[src/hdl/charger_pkg.sv]
// Constants for the charger control and charger interrupt registers.
// Assumes an 8-bit register port with one-cycle read latency.
package charger_pkg;

   // ==========================================================
   // Bus widths
   localparam int ADDR_W = 8;
   localparam int DATA_W = 8;

   // ==========================================================
   // Register offsets
   localparam logic [7:0] KEEP_ALIVE_OFS = 8'h91;
   localparam logic [7:0] CTRL_OFS = 8'hA1;
   localparam logic [7:0] EVT_STATUS_OFS = 8'hA8;
   localparam logic [7:0] EVT_ENABLE_OFS = 8'hA9;

   // ==========================================================
   // Reset values
   localparam logic KA_A_RST = 1'b0;
   localparam logic KA_B_RST = 1'b0;
   localparam logic [7:0] CTRL_RST = 8'h00;
   localparam logic [3:0] ARM_RST = 4'h0;
   localparam logic [7:0] ENABLE_RST = 8'h00;

   // ==========================================================
   // Keep-alive register fields
   localparam int KA_A_BIT = 7;
   localparam int KA_B_BIT = 6;

   // ==========================================================
   // Charger control fields
   localparam int SUSPEND_BIT = 7;
   localparam int TOT_SEL_LSB = 4;
   localparam int PRE_SEL_LSB = 2;
   localparam int LEVEL_BIT = 1;
   localparam int OVP_BIT = 0;

   // ==========================================================
   // Event status fields; arm group g sits at bit ARM_LSB + g
   localparam int ARM_LSB = 4;
   localparam int GRP_EOC = 0;
   localparam int GRP_INPUT = 1;
   localparam int GRP_TEMP = 2;
   localparam int GRP_TIMER = 3;
   localparam int TIMER_FLAG_BIT = 3;
   localparam int TEMP_FLAG_BIT = 2;
   localparam int INPUT_FLAG_BIT = 1;
   localparam int EOC_FLAG_BIT = 0;

   // ==========================================================
   // Event enable fields
   localparam int EN_TOT = 7;
   localparam int EN_TEMP_IN = 6;
   localparam int EN_INPUT_IN = 5;
   localparam int EN_EOC_IN = 4;
   localparam int EN_PRE = 3;
   localparam int EN_TEMP_OUT = 2;
   localparam int EN_INPUT_OUT = 1;
   localparam int EN_EOC_OUT = 0;

   // ==========================================================
   // Edge detector slots
   localparam int NUM_EDGES = 5;
   localparam int EV_TOT = 0;
   localparam int EV_PRE = 1;
   localparam int EV_TEMP = 2;
   localparam int EV_INPUT = 3;
   localparam int EV_EOC = 4;

endpackage : charger_pkg

[src/hdl/edge_if.sv]
// Level in, rise and fall pulses out, for one watched condition.
// Assumes one clock shared by both ends.
interface edge_if;
   logic level;
   logic rise;
   logic fall;

   modport detector (input level, output rise, output fall);
   modport user (output level, input rise, input fall);
endinterface : edge_if

[src/hdl/edge_event.sv]
// Edge detector for one status level.
// Assumes level is synchronous to clk_sys; no edge in the first cycle after reset.
module edge_event (
   input wire logic clk_sys,
   input wire logic rst_n,
   edge_if.detector ev
);

   typedef struct packed {
      logic prev;
      logic primed;
   } edge_s;

   edge_s st_reg;
   edge_s st_next;

   // ==========================================================
   // Next state
   always_comb begin
      st_next = st_reg;
      st_next.prev = ev.level;
      st_next.primed = 1'b1;
   end

   always_ff @(posedge clk_sys or negedge rst_n) begin
      if (!rst_n) begin
         st_reg <= '0;
      end else begin
         st_reg <= st_next;
      end
   end

   // ==========================================================
   // Pulses
   assign ev.rise = st_reg.primed & ev.level & ~st_reg.prev;
   assign ev.fall = st_reg.primed & ~ev.level & st_reg.prev;

endmodule : edge_event

[src/hdl/charger_ctrl_irq_regs.sv]
// Keep-alive enables, charger control and charger interrupt registers.
// Assumes a synchronous register port and status levels synchronous to clk_sys.
//
// The plain strobed port is this design's own decision.
module charger_ctrl_irq_regs (
   input wire logic clk_sys,
   input wire logic resetn,
   input wire logic [7:0] addr,
   input wire logic [7:0] wdata,
   input wire logic wr,
   input wire logic rd,
   output logic [7:0] rdata,
   input wire logic total_timeout,
   input wire logic precondition_timeout,
   input wire logic temperature_valid,
   input wire logic charger_input_valid,
   input wire logic end_of_charge,
   output logic keep_alive_a_on,
   output logic keep_alive_b_on,
   output logic charge_suspend,
   output logic [1:0] total_timeout_select,
   output logic [1:0] precondition_timeout_select,
   output logic charge_current_level,
   output logic input_overvoltage_select,
   output logic irq
);

   // ==========================================================
   // Reset release
   logic rst_meta_reg;
   logic rst_n;

   always_ff @(posedge clk_sys or negedge resetn) begin
      if (!resetn) begin
         rst_meta_reg <= 1'b0;
         rst_n <= 1'b0;
      end else begin
         rst_meta_reg <= 1'b1;
         rst_n <= rst_meta_reg;
      end
   end

   // ==========================================================
   // Edge detectors
   logic [charger_pkg::NUM_EDGES-1:0] levels;
   logic [charger_pkg::NUM_EDGES-1:0] rises;
   logic [charger_pkg::NUM_EDGES-1:0] falls;

   assign levels[charger_pkg::EV_TOT] = total_timeout;
   assign levels[charger_pkg::EV_PRE] = precondition_timeout;
   assign levels[charger_pkg::EV_TEMP] = temperature_valid;
   assign levels[charger_pkg::EV_INPUT] = charger_input_valid;
   assign levels[charger_pkg::EV_EOC] = end_of_charge;

   edge_if ev_if [charger_pkg::NUM_EDGES] ();

   genvar g;
   generate
      for (g = 0; g < charger_pkg::NUM_EDGES; g++) begin : gen_edge
         assign ev_if[g].level = levels[g];
         assign rises[g] = ev_if[g].rise;
         assign falls[g] = ev_if[g].fall;
         edge_event u_edge (
            .clk_sys(clk_sys),
            .rst_n(rst_n),
            .ev(ev_if[g])
         );
      end
   endgenerate

   // ==========================================================
   // State
   typedef struct packed {
      logic ka_a;
      logic ka_b;
      logic suspend;
      logic [1:0] tot_sel;
      logic [1:0] pre_sel;
      logic level;
      logic ovp;
      logic [3:0] arm;
      logic [3:0] pend;
      logic [7:0] en;
      logic [7:0] rdata;
      logic irq;
   } state_s;

   state_s st_reg;
   state_s st_next;

   logic wr_ka;
   logic wr_ctrl;
   logic wr_status;
   logic wr_enable;
   logic rd_status;
   logic timer_flag;
   logic [3:0] hit;
   logic [3:0] clr;

   assign wr_ka = wr && addr == charger_pkg::KEEP_ALIVE_OFS;
   assign wr_ctrl = wr && addr == charger_pkg::CTRL_OFS;
   assign wr_status = wr && addr == charger_pkg::EVT_STATUS_OFS;
   assign wr_enable = wr && addr == charger_pkg::EVT_ENABLE_OFS;
   assign rd_status = rd && addr == charger_pkg::EVT_STATUS_OFS;

   // Either safety timer expired
   assign timer_flag = total_timeout | precondition_timeout;

   // ==========================================================
   // Event qualification
   always_comb begin
      hit[charger_pkg::GRP_TIMER] = st_reg.arm[charger_pkg::GRP_TIMER] &
         ((st_reg.en[charger_pkg::EN_TOT] & rises[charger_pkg::EV_TOT]) |
          (st_reg.en[charger_pkg::EN_PRE] & rises[charger_pkg::EV_PRE]));
      hit[charger_pkg::GRP_TEMP] = st_reg.arm[charger_pkg::GRP_TEMP] &
         ((st_reg.en[charger_pkg::EN_TEMP_IN] & rises[charger_pkg::EV_TEMP]) |
          (st_reg.en[charger_pkg::EN_TEMP_OUT] & falls[charger_pkg::EV_TEMP]));
      hit[charger_pkg::GRP_INPUT] = st_reg.arm[charger_pkg::GRP_INPUT] &
         ((st_reg.en[charger_pkg::EN_INPUT_IN] & rises[charger_pkg::EV_INPUT]) |
          (st_reg.en[charger_pkg::EN_INPUT_OUT] & falls[charger_pkg::EV_INPUT]));
      hit[charger_pkg::GRP_EOC] = st_reg.arm[charger_pkg::GRP_EOC] &
         ((st_reg.en[charger_pkg::EN_EOC_IN] & rises[charger_pkg::EV_EOC]) |
          (st_reg.en[charger_pkg::EN_EOC_OUT] & falls[charger_pkg::EV_EOC]));
   end

   // Read clears status; writing an arm bit as 0 also drops it
   always_comb begin
      clr = {4{rd_status}};
      if (wr_status) begin
         clr = clr | ~wdata[charger_pkg::ARM_LSB +: 4];
      end
   end

   // ==========================================================
   // Next state
   always_comb begin
      st_next = st_reg;
      if (wr_ka) begin
         st_next.ka_a = wdata[charger_pkg::KA_A_BIT];
         st_next.ka_b = wdata[charger_pkg::KA_B_BIT];
      end
      if (wr_ctrl) begin
         st_next.suspend = wdata[charger_pkg::SUSPEND_BIT];
         st_next.tot_sel = wdata[charger_pkg::TOT_SEL_LSB +: 2];
         st_next.pre_sel = wdata[charger_pkg::PRE_SEL_LSB +: 2];
         st_next.level = wdata[charger_pkg::LEVEL_BIT];
         st_next.ovp = wdata[charger_pkg::OVP_BIT];
      end
      if (wr_status) begin
         st_next.arm = wdata[charger_pkg::ARM_LSB +: 4];
      end
      if (wr_enable) begin
         st_next.en = wdata;
      end
      // Set wins over clear
      st_next.pend = (st_reg.pend & ~clr) | hit;
      st_next.irq = |st_next.pend;
      st_next.rdata = 8'h00;
      if (rd) begin
         case (addr)
            charger_pkg::KEEP_ALIVE_OFS: begin
               st_next.rdata = {st_reg.ka_a, st_reg.ka_b, 6'h00};
            end
            charger_pkg::CTRL_OFS: begin
               st_next.rdata = {st_reg.suspend, 1'b0, st_reg.tot_sel, st_reg.pre_sel,
                  st_reg.level, st_reg.ovp};
            end
            charger_pkg::EVT_STATUS_OFS: begin
               st_next.rdata = {st_reg.pend, timer_flag, temperature_valid,
                  charger_input_valid, end_of_charge};
            end
            charger_pkg::EVT_ENABLE_OFS: begin
               st_next.rdata = st_reg.en;
            end
            default: begin
               st_next.rdata = 8'h00;
            end
         endcase
      end
   end

   always_ff @(posedge clk_sys or negedge rst_n) begin
      if (!rst_n) begin
         st_reg.ka_a <= charger_pkg::KA_A_RST;
         st_reg.ka_b <= charger_pkg::KA_B_RST;
         st_reg.suspend <= charger_pkg::CTRL_RST[charger_pkg::SUSPEND_BIT];
         st_reg.tot_sel <= charger_pkg::CTRL_RST[charger_pkg::TOT_SEL_LSB +: 2];
         st_reg.pre_sel <= charger_pkg::CTRL_RST[charger_pkg::PRE_SEL_LSB +: 2];
         st_reg.level <= charger_pkg::CTRL_RST[charger_pkg::LEVEL_BIT];
         st_reg.ovp <= charger_pkg::CTRL_RST[charger_pkg::OVP_BIT];
         st_reg.arm <= charger_pkg::ARM_RST;
         st_reg.pend <= 4'h0;
         st_reg.en <= charger_pkg::ENABLE_RST;
         st_reg.rdata <= 8'h00;
         st_reg.irq <= 1'b0;
      end else begin
         st_reg <= st_next;
      end
   end

   // ==========================================================
   // Outputs
   assign rdata = st_reg.rdata;
   assign keep_alive_a_on = st_reg.ka_a;
   assign keep_alive_b_on = st_reg.ka_b;
   assign charge_suspend = st_reg.suspend;
   assign total_timeout_select = st_reg.tot_sel;
   assign precondition_timeout_select = st_reg.pre_sel;
   assign charge_current_level = st_reg.level;
   assign input_overvoltage_select = st_reg.ovp;
   assign irq = st_reg.irq;

   // ==========================================================
   // Assertions
   logic live_reg;

   always_ff @(posedge clk_sys or negedge rst_n) begin
      if (!rst_n) begin
         live_reg <= 1'b0;
      end else begin
         live_reg <= 1'b1;
      end
   end
endmodule : charger_ctrl_irq_regs

[config.mk]
export PLATFORM = sky130hd
export DESIGN_NAME = charger_ctrl_irq_regs
export DESIGN_NICKNAME = d
export VERILOG_FILES = /design/src/hdl/charger_pkg.sv /design/src/hdl/edge_if.sv /design/src/hdl/edge_event.sv /design/src/hdl/charger_ctrl_irq_regs.sv
export SDC_FILE = /design/constraint.sdc
export NUM_CORES = 1
export LEC_CHECK = 0
export ABC_AREA = 1
export BUFFER_PORTS_ARGS = -buffer_cell sky130_fd_sc_hd__buf_2
export CORE_ASPECT_RATIO = 1.1
export CORE_MARGIN = 2
export CORE_UTILIZATION = 53
export DETAILED_ROUTE_END_ITERATION = 12
export PLACE_DENSITY = 0.78
export SLEW_MARGIN = 20
export SYNTH_ARGS = -nofsm -noshare
export SYNTH_HDL_FRONTEND = slang
export SYNTH_SLANG_ARGS = --single-unit
[constraint.sdc]
create_clock -name clk_sys -period 2 [get_ports clk_sys]
set_clock_uncertainty 0.2 [all_clocks]
set_input_delay 0.1 -clock clk_sys [delete_from_list [all_inputs] [get_ports clk_sys]]
set_output_delay 0.1 -clock clk_sys [all_outputs]
set_load 0.01 [all_outputs]
======== Yosys cells after proc, flatten, opt, wreduce, memory -nomap -nowiden ========
Index checks and enable logic that the tools add are counted.
operators by class
  equality and inequality tests ........... 4
  mux-type cells .......................... 3
  bitwise gates (word level) .............. 46
  reduce and logical (&&, ||, !) cells .... 6
operators with widths
  operator                                     count
  8-bit equality test (second input constant)  4
  8-bit case mux with 4 select lines           1
  1-bit AND                                    28
  8-bit two-way mux                            1
  1-bit NOT                                    8
  4-bit NOT                                    2
  4-bit OR                                     2
  1-bit logical AND                            5
  1-bit OR                                     5
  4-bit AND                                    1
  4-bit two-way mux                            1
  4-bit OR reduction                           1
word-level totals
  register bits after elaboration ......... 42
  output and inout bits ................... 18
  logic and storage cells ................. 79

======== Longest topological paths before layout ========
Gate-level depths: netlist of the first run.
  depth after elaboration ................. 8
  gate-level depth with buffers ........... 10

======== By module ========
Synthesis of the first run repeated with hierarchy kept, for this count alone.
unflattened totals
  cells, all modules ...................... 241
  area, all modules ....................... 2140.8 um2
by module, submodules not included
  module                 times used  cells each  area an instance (um2)  seq. area each (um2)
  charger_ctrl_irq_regs  1           206         1796.7                  900.9
  edge_event             5           7           68.8                    50.0

======== Least setup slack after synthesis of the first run ========
OpenSTA, ideal clock, no wires.
  path kind ............................... in2reg
  from .................................... input addr[4]
  to ...................................... register irq (netlist name)
  setup time .............................. 0.119 ns
  data arrival time ....................... 0.967 ns
  required time ........................... 1.681 ns
  path slack .............................. 0.715 ns
  cell stages on the path ................. 10
  path buffers ............................ 0
  cells stage by stage .................... inv_1 -> nand2_1 -> nor2_8 -> nand2_4 -> nor2_8 -> nand2_2 -> nand2_2 -> nand2_2 -> nor2_1 -> nand2_1
RTL lines
  what         RTL line                    text
  from (decl)  charger_ctrl_irq_regs.sv:8  input wire logic [7:0] addr,

==> summary.txt, run 1 <==
Run status
  – Outcome: completed

Yosys
  – Unique masters post-synth: 21
  – Register area share after synthesis: 53.2%
  – Post-Syn Instances: 229
  – Synth warn: 0
  – Synth Cell Area: 1980 um2
  – Synthesized area per cell: 8.63 um2
  – Synthesized flop and latch total: 42

Clock network
  – CTS root buf: clkbuf_8
  – CTS tree: yes
  – Maximum buffer depth of the clock tree: 2
  – Clk Latency, worst-skew pair: 0.30 ns
  – TritonCTS Sinks: 42
  – Total setup buffers inserted after CTS: 0
  – H-tree levels: 2
  – Number of CTS-inserted buffers: 5
  – Worst-path clk slew: 0.07 ns
  – Resized cells post-CTS: 0

Cells and area
  – Layout Cells excl Fill: 334
  – Nets: 308
  – Layout Area Growth over Synthesis: 22.7%
  – Final instance area: 2430 um2
  – Max FFs per register: 16
  – Number of fill cells: 287
  – Most common cell after layout, fill and taps aside: nand2_1
  – ANT cells: 0
  – Area occupied by registers: 1050 um2
  – Multi-input logic area: 702 um2
  – Leading cell types in the layout, fill and taps excluded: 67 x nand2_1, 42 x dfrtp_1, 42 x buf_2
  – Finished Core Util: 67.4%
  – Share of cells above drive strength 1: 24.3%

Pwr
  – Final Power: 1.70 mW
  – Max IR drop VDD: 422 uV
  – P per Cell Area: 702 nW/um2
  – Leak: 1.36 nW

Routing
  – Via count: 1,651
  – Vias per cell: 4.94
  – ANT nets after route: 0
  – Remaining DRCs: 0
  – Post-Route WL: 4020 um
  – DRT Pass-1 Iters: 4
  – Drt initial violations: 68
  – DR WL/cell: 12.0 um

Hold path
  – Hold Crit Class: input port to register

Setup path
  – CP Launch Type: input port
  – Worst setup EP type: register
  – Worst path arrival time: 1.63 ns
  – CP max FO: 8
  – WS Path Type: input port to register
  – WP data required: 1.99 ns

Die
  – Core ar.: 3600 um2
  – Chip Width: 62.2 um
  – Die Y: 68.1 um
  – Die area: 4240 um2
  – Initial Util: 55.0%
  – IO Count: 43
  – Row count: 23

Timing
  – Setup slack after layout: 0.357 ns
  – Hold slack: 0.0138 ns
  – FMAX: 609 MHz
  – Fin crit share: 82.2%
  – Final hold vios: 0
  – Final setup violating endpoints: 0
  – Setup TNS: 0 ns
  – RSZ-0062 raised after global routing: false
  – Final max-slew violation count: 0
  – Min cycle time layout: 1.64 ns

Placed design
  – Place WS: 0.429 ns
  – Placed insts: 309
  – Post-detail-place hpwl: 2930 um
  – Placed Area: 2160 um2
  – GPL Wtd Cong: 0.824
  – Port Buffers: 42

Flow run
  – Max_cap viols: 0

Global routing
  – Total congestion overflow: 0
  – Initial antenna violation count: 0
  – Pin count of the biggest net entering global routing: 41
  – First-pass GRT wire length: 7010 um
  – Vias in the first global route: 1,567
  – Gr usage total: 22.0%
==> cells in the mapped netlist (all sizes together) <==
master  instances  share of area (%)
a21oi           1               0.25
buf            15                5.4
conb            1               0.19
dfrtp          42                 53
inv            32                6.1
nand2          79                 17
nand3          13                3.3
nand4           3               0.95
nor2           13                4.9
nor3            2               0.51
o211ai          6                2.3
o21a            4                1.5
o21ai          16                4.1
o22ai           2               0.63
==> worst max-delay path, stage by stage <==
cell	delay (ns)
dlygate4sd3_1	0.52
buf_2	0.17
inv_1	0.21
nor2_8	0.24
nand2_2	0.08
nand2_2	0.07
nand2_2	0.05
nor2_1	0.13
nand2_1	0.06
==> power by group <==
group	internal (mW)	switching [mW]
logic	0.0899	0.120
clock network	0.277	0.282
registers	0.904	0.0309
total	1.27	0.432
==> what timing repair did <==
item                                   in CTS  in global routing
setup endpoints to repair                   0                  0
hold buffers                               17                  0
endpoints found under the hold margin      40                  0
==> per-layer routing <==
| metal | track usage [%] | wire length (um) | vias up |
|---|---|---|---|
| met5 | 0 | 0 | - |
| met4 | 11.7 | 78 | 0 |
| met3 | 5.59 | 220 | 9 |
| met2 | 37.8 | 2040 | 62 |
| met1 | 26.1 | 1690 | 774 |
| li1 | - | - | 806 |
==> kinds of logic after synthesis <==
| group | count (synthesis) | synth area share [%] |
|---|---|---|
| buffers and inverters | 47 | 11.5 |
| DFF | 42 | 53.2 |
| and+or+nand+nor | 110 | 26.4 |
| other | 1 | 0.190 |
| AOI/OAI and AO/OA | 29 | 8.73 |
==> path summary, 6_finish.rpt <==
check | slack [ns] | endpoint | depth (start not counted) | start
min in group asynchronous | 0.10 | input_overvoltage_select | 1 | rst_n
max | 0.36 | irq | 9 | wr
min | 0.01 | rdata[6] | 6 | addr[1]
min reg2reg | 0.10 | input_overvoltage_select | 1 | rst_n
max in group asynchronous | 1.04 | rst_n | 3 | resetn
max reg2reg | 0.81 | irq | 6 | st_reg[11]
==> cell type report <==
type,instances,area share [%]
flip-flops and latches,42,43.3
multi-input cells,141,28.9
repair buffers,61,16.3
inverters,32,4.95
clock buffers,6,3.40
well taps,50,2.58
clock inverters,2,0.516
No activity file was read; power rests on OpenSTA's default activity.
==> inputs of run 2 (changes only) <==
- clock period: 2 -> 1.65 ns (I/O delays scaled with it)
==> run 2 against run 1 <==
Against the previous run:
- final cell count up 1.8%
- non-clock buffer count up 6
- final area up 2.2%
- critical endpoint unchanged
- utilization up 1.5 points
- first-iteration DRC count up 76%
- die area unchanged
- power up 22%
==> summary.txt, run 2 (synthesis results as in run 1) <==
Run status
  – Outcome: completed (unchanged)

Timing
  – Final hold vios: 0 (unchanged)
  – Final setup violating endpoints: 0 (unchanged)
  – Hold slack: 0.0110 ns (was 0.0138 ns)
  – Fin crit share: 96.5%
  – Setup slack after layout: 0.0584 ns (was 0.357 ns)
  – FMAX: 628 MHz
  – Min cycle time layout: 1.59 ns
  – Setup TNS: 0 ns (unchanged)
  – Final max-slew violation count: 0 (unchanged)

Routing
  – Drt initial violations: 120 (was 68)
  – DRT Pass-1 Iters: 4 (unchanged)
  – ANT nets after route: 0 (unchanged)
  – Vias per cell: 4.74 (was 4.94)
  – Via count: 1,611 (was 1,651)
  – Post-Route WL: 3930 um (was 4020 um)
  – DR WL/cell: 11.6 um (was 12.0 um)
  – Remaining DRCs: 0 (unchanged)

Pwr
  – Clock Power Share: 32.9% (was 32.8%)
  – P_sw: 0.531 mW (was 0.432 mW)
  – Sequential share of power: 54.5% (was 54.9%)
  – Power Internal: 1.55 mW (was 1.27 mW)
  – Final Power: 2.08 mW (was 1.70 mW)
  – Net Sw Frac: 25.5% (was 25.4%)
  – Combinational power share: 12.6% (was 12.3%)
  – P per Cell Area: 838 nW/um2 (was 702 nW/um2)
  – Leak: 1.39 nW (was 1.36 nW)
  – Max IR drop VDD: 430 uV (was 422 uV)

Setup path
  – WP data required: 1.64 ns (was 1.99 ns)
  – Critical Path Start: wr (unchanged)
  – Bufs and invs on worst path: 3 (unchanged)
  – FF-to-FF setup slack: 0.41 ns (was 0.81 ns)
  – CP most frequent cell: nand2_2 (unchanged)
  – Largest stage delay on the critical path: 0.54 ns (was 0.52 ns)
  – CP Launch Type: input port (unchanged)
  – Worst path arrival time: 1.58 ns (was 1.63 ns)
  – Reg2Reg Depth: 6 (unchanged)
  – Worst setup EP type: register (unchanged)
  – CP max FO: 7 (was 8)
  – WS Path Type: input port to register (unchanged)
  – Crit path cell chain: dlygate4sd3_1 -> buf_4 -> clkinvlp_4 -> nor2_8 -> nand2_2 -> nand2_2 -> nand2_2 -> nor2_1 -> nand2_1 (was dlygate4sd3_1 -> buf_2 -> inv_1 -> nor2_8 -> nand2_2 -> nand2_2 -> nand2_2 -> nor2_1 -> nand2_1)
  – R2R Path End: irq (unchanged)
  – Worst r2r src: st_reg[16] (was st_reg[11])
  – CP max-delay cell: dlygate4sd3_1 (unchanged)
  – Critical path's top delay family: buffers and inverters (unchanged)

Cells and area
  – Layout Cells excl Fill: 340 (was 334)
  – Number of fill cells: 295 (was 287)
  – Most common cell after layout, fill and taps aside: nand2_1 (unchanged)
  – ANT cells: 0 (unchanged)
  – Layout Area Growth over Synthesis: 25.4% (was 22.7%)
  – Leading cell types in the layout, fill and taps excluded: 67 x nand2_1, 42 x dfrtp_1, 41 x buf_2 (was 67 x nand2_1, 42 x dfrtp_1, 42 x buf_2)
  – Share of cells above drive strength 1: 25.9% (was 24.3%)
  – Max FFs per register: 16 (unchanged)
  – Nets: 314 (was 308)

Global routing
  – Pin count of the biggest net entering global routing: 41 (unchanged)
  – First-pass GRT wire length: 6630 um (was 7010 um)
  – Gr usage total: 21.1% (was 22.0%)
  – Vias in the first global route: 1,453 (was 1,567)
  – Total congestion overflow: 0 (unchanged)
  – Initial antenna violation count: 0 (unchanged)

Placed design
  – Port Buffers: 42 (unchanged)
  – Place WS: 0.105 ns (was 0.429 ns)
  – GPL Wtd Cong: 0.837 (was 0.824)
  – Placed insts: 309 (unchanged)
  – Post-detail-place hpwl: 2850 um (was 2930 um)

Die
  – Initial Util: 55.0% (unchanged)
  – Die area: 4240 um2 (unchanged)
  – Core ar.: 3600 um2 (unchanged)
  – Chip Width: 62.2 um (unchanged)
  – Row count: 23 (unchanged)
  – IO Count: 43 (unchanged)
  – Die Y: 68.1 um (unchanged)

Hold path
  – Worst hold endpoint: rdata[6] (unchanged)
  – Hold Crit Class: input port to register (unchanged)
  – Min-delay src: addr[3] (was addr[1])
  – WHS Path Cells: 5 (was 6)

Clock network
  – H-tree levels: 2 (unchanged)
  – Number of CTS-inserted buffers: 5 (unchanged)
  – CTS tree: yes (unchanged)
  – Maximum buffer depth of the clock tree: 2 (unchanged)
  – Clk Latency, worst-skew pair: 0.30 ns (about the same)
  – CTS root buf: clkbuf_8 (unchanged)
  – Worst-path clk slew: 0.07 ns (about the same)
  – TritonCTS Sinks: 42 (unchanged)

Flow run
  – Max_cap viols: 0 (unchanged)
run 2: how the worst max path moves through the flow:
stage	end	slack, ns	cells after the start
floorplan	charge_current_level	0.19	0
global placement	irq	0.13	11
detailed placement	irq	0.11	11
CTS	irq	0.03	9
global route	irq	-0.02	9
finish	irq	0.06	9
run 2: stage by stage:
stage | utilization (%) | cell area (um2)
2_1_floorplan | - | 1980
3_3_place_gp | 60.1 | 2160
3_5_place_dp | 60.1 | 2160
4_1_cts | 67.7 | 2440
5_1_grt | 68.9 | 2480
6_report | 68.9 | 2480
run 2: tightest hold or removal path: cells and delay by family:
kind	cells	cell delay, ns
buffers and inverters	1	0.12
AND/OR/NAND/NOR	4	0.26
run 2: cell type report:
class,count,area (um2),area share (%)
clock buffers,6,82.6,3.33
clock inverters,2,12.5,0.505
inverters,32,124,4.99
multi-input cells,141,702,28.3
flip-flops and latches,42,1050,42.4
well taps,50,62.6,2.52
repair buffers,67,445,18.0
run 2: power by group through the flow:
stage | clock network, mW | logic (mW) | registers (mW)
finish | 0.684 | 0.262 | 1.13
global route | 0.756 | 0.296 | 1.14
CTS | 0.702 | 0.257 | 1.13
detailed placement | 0 | 0.224 | 1.15
global placement | 0 | 0.220 | 1.15
floorplan | 0 | 0.117 | 1.17
run 2: routing by layer:
metal	GRT usage, %	part of all wire (%)
met3	5.59	6.4
met1	26.8	42
met5	0	0
met2	34.6	50
met4	9.72	1.8
run 2: repair_timing:
action / CTS / global route
endpoints found under the hold margin: 40 / 0
hold buffers: 18 / 0
gates resized for setup: 0 / 3
setup endpoints to repair: 0 / 1
buffers inserted: 0 / 5
==> inputs of run 3 (changes only) <==
- CAP_MARGIN: default -> 20
- RECOVER_POWER: default -> 100
- TNS_END_PERCENT: default -> 20
==> run 3 against run 2 <==
Against the previous run:
- die area is the same
- global-route usage did not move
- wire length is 1.2% higher
- fmax rose by 0.12%
- sequential share of layout area increased by 0.59 points
- power fell by 0.29%
- register-to-register slack about the same
- first-iteration DRC count up 9.2%
- sequential cell count stayed put
- worst hold slack better by 0.0031 ns
- non-clock buffer count unchanged
- combinational power fell by 4%
- largest cell class unchanged
- largest power group unchanged
==> summary.txt, run 3 (synthesis results as in run 1) <==
Placed design
  – Post-detail-place hpwl: 2850 um (unchanged)
  – Port Buffers: 42 (unchanged)
  – GPL Wtd Cong: 0.837 (unchanged)
  – Place WS: 0.105 ns (unchanged)

Timing
  – Setup slack after layout: 0.0603 ns (was 0.0584 ns)
  – Min cycle time layout: 1.59 ns (about the same)
  – Final setup violating endpoints: 0 (unchanged)
  – Fin crit share: 96.3% (was 96.5%)
  – Final max-slew violation count: 0 (unchanged)
  – Final hold vios: 0 (unchanged)
  – FMAX: 629 MHz (was 628 MHz)
  – Least-Margin Pin Slew: 0.926 ns
  – Relative slew margins: 38.3%

Global routing
  – Pin count of the biggest net entering global routing: 41 (unchanged)
  – Vias in the first global route: 1,453 (unchanged)
  – First-pass GRT wire length: 6630 um (unchanged)
  – Initial antenna violation count: 0 (unchanged)
  – Gr usage total: 21.1% (unchanged)
  – Total congestion overflow: 0 (unchanged)

Clock network
  – TritonCTS Sinks: 42 (unchanged)
  – Clk Latency, worst-skew pair: 0.30 ns (about the same)
  – Number of CTS-inserted buffers: 5 (unchanged)
  – CTS root buf: clkbuf_8 (unchanged)
  – H-tree levels: 2 (unchanged)
  – Maximum buffer depth of the clock tree: 2 (unchanged)
  – CTS tree: yes (unchanged)
  – Worst-path clk slew: 0.08 ns (was 0.07 ns)

Setup path
  – CP max-delay cell: dlygate4sd3_1 (unchanged)
  – Worst setup EP type: register (unchanged)
  – Largest stage delay on the critical path: 0.54 ns (about the same)
  – Crit path cell chain: dlygate4sd3_1 -> buf_4 -> clkinvlp_4 -> nor2_8 -> nand2_2 -> nand2_2 -> nand2_2 -> nor2_1 -> nand2_1 (unchanged)
  – FF-to-FF setup slack: 0.41 ns (about the same)
  – CP max FO: 7 (unchanged)
  – CP Launch Type: input port (unchanged)
  – WS Path Type: input port to register (unchanged)
  – Worst path arrival time: 1.58 ns (about the same)
  – CP most frequent cell: nand2_2 (unchanged)
  – WP data required: 1.64 ns (about the same)
  – Critical path's top delay family: buffers and inverters (unchanged)
  – Bufs and invs on worst path: 3 (unchanged)

Routing
  – Remaining DRCs: 0 (unchanged)
  – ANT nets after route: 0 (unchanged)
  – Vias per cell: 4.74 (about the same)
  – DR WL/cell: 11.7 um (was 11.6 um)
  – DRT Pass-1 Iters: 4 (unchanged)
  – Drt initial violations: 131 (was 120)
  – Post-Route WL: 3980 um (was 3930 um)
  – Via count: 1,612 (was 1,611)

Die
  – IO Count: 43 (unchanged)
  – Die Y: 68.1 um (unchanged)
  – Core ar.: 3600 um2 (unchanged)
  – Chip Width: 62.2 um (unchanged)
  – Initial Util: 55.0% (unchanged)
  – Die area: 4240 um2 (unchanged)
  – Row count: 23 (unchanged)

Cells and area
  – ANT cells: 0 (unchanged)
  – Finished Core Util: 68.0% (was 68.9%)
  – Share of cells above drive strength 1: 17.2% (was 25.9%)
  – Nets: 314 (unchanged)
  – Max FFs per register: 16 (unchanged)
  – Layout Area Growth over Synthesis: 23.7% (was 25.4%)
  – Leading cell types in the layout, fill and taps excluded: 68 x nand2_1, 42 x dfrtp_1, 31 x inv_1 (was 67 x nand2_1, 42 x dfrtp_1, 41 x buf_2)
  – Most common cell after layout, fill and taps aside: nand2_1 (unchanged)

Flow run
  – Max_cap viols: 0 (unchanged)

Hold path
  – Hold Crit Class: input port to register (unchanged)

Run status
  – Outcome: completed (unchanged)

Pwr
  – Max IR drop VDD: 432 uV (was 430 uV)
  – P per Cell Area: 847 nW/um2 (was 838 nW/um2)
  – Final Power: 2.07 mW (was 2.08 mW)
  – Leak: 1.31 nW (was 1.39 nW)
==> run 3: changes by cell type in the layout (fill, tap and decap cells not counted), sizes merged <==
cell,previous run,this run
buf,49,25
clkbuf,6,30
==> run 3: final timing paths <==
kind                                    from                      endpoint  cells after the start
worst max register to register         rst_n  gen_edge[2].u_edge.st_reg[1]                      1
min in group asynchronous              rst_n                    st_reg[12]                      1
max in group asynchronous              rst_n  gen_edge[2].u_edge.st_reg[1]                      1
worst min-delay path                 addr[3]                      rdata[6]                      5
worst max-delay path                      wr                           irq                      9
worst min register to register  rst_meta_reg                         rst_n                      0
==> run 3: through the flow <==
step	cells	setup TNS, ns	area [um2]	hold WS, ns
5_1_grt	340	-0.0195	2450	0.0442
4_1_cts	335	0	2440	0.000241
2_1_floorplan	230	0	1980	-0.413
6_report	340	0	2450	0.0141
3_3_place_gp	309	0	2160	-0.332
3_5_place_dp	309	0	2160	-0.331
==> run 3: final cells by class <==
cell class              count  area [um2]
multi-input cells         141         699
clock inverters             2        12.5
clock buffers               6        82.6
flip-flops and latches     42        1050
well taps                  50        62.6
fillers                   311        1150
repair buffers             67         414
inverters                  32         124
==> run 3: power breakdown <==
group | total (mW) | internal [mW] | switching [mW]
Combinational | 0.252 | 0.106 | 0.145
Sequential | 1.13 | 1.10 | 0.0387
Clock | 0.686 | 0.336 | 0.350
==> run 3: worst min-delay path: cells and delay by family <==
| family | cells | cell delay [ns] |
|---|---|---|
| buffers and inverters | 1 | 0.12 |
| AND/OR/NAND/NOR | 4 | 0.26 |
==> run 3: metal layers <==
metal  GRT usage, %  wire length (um)  up-vias
met4           9.72                63        0
met1           26.8              1730      731
met3           5.59               205        7
met2           34.6              1980       52
li1               -                 -      822
met5              0                 0        -
==> run 3: what timing repair did <==
| item | CTS | global route |
|---|---|---|
| setup endpoints to repair | 0 | 1 |
| endpoints found under the hold margin | 40 | 0 |
| hold buffers | 18 | 0 |
| gates resized for setup | 0 | 3 |
| buffers inserted | 0 | 5 |
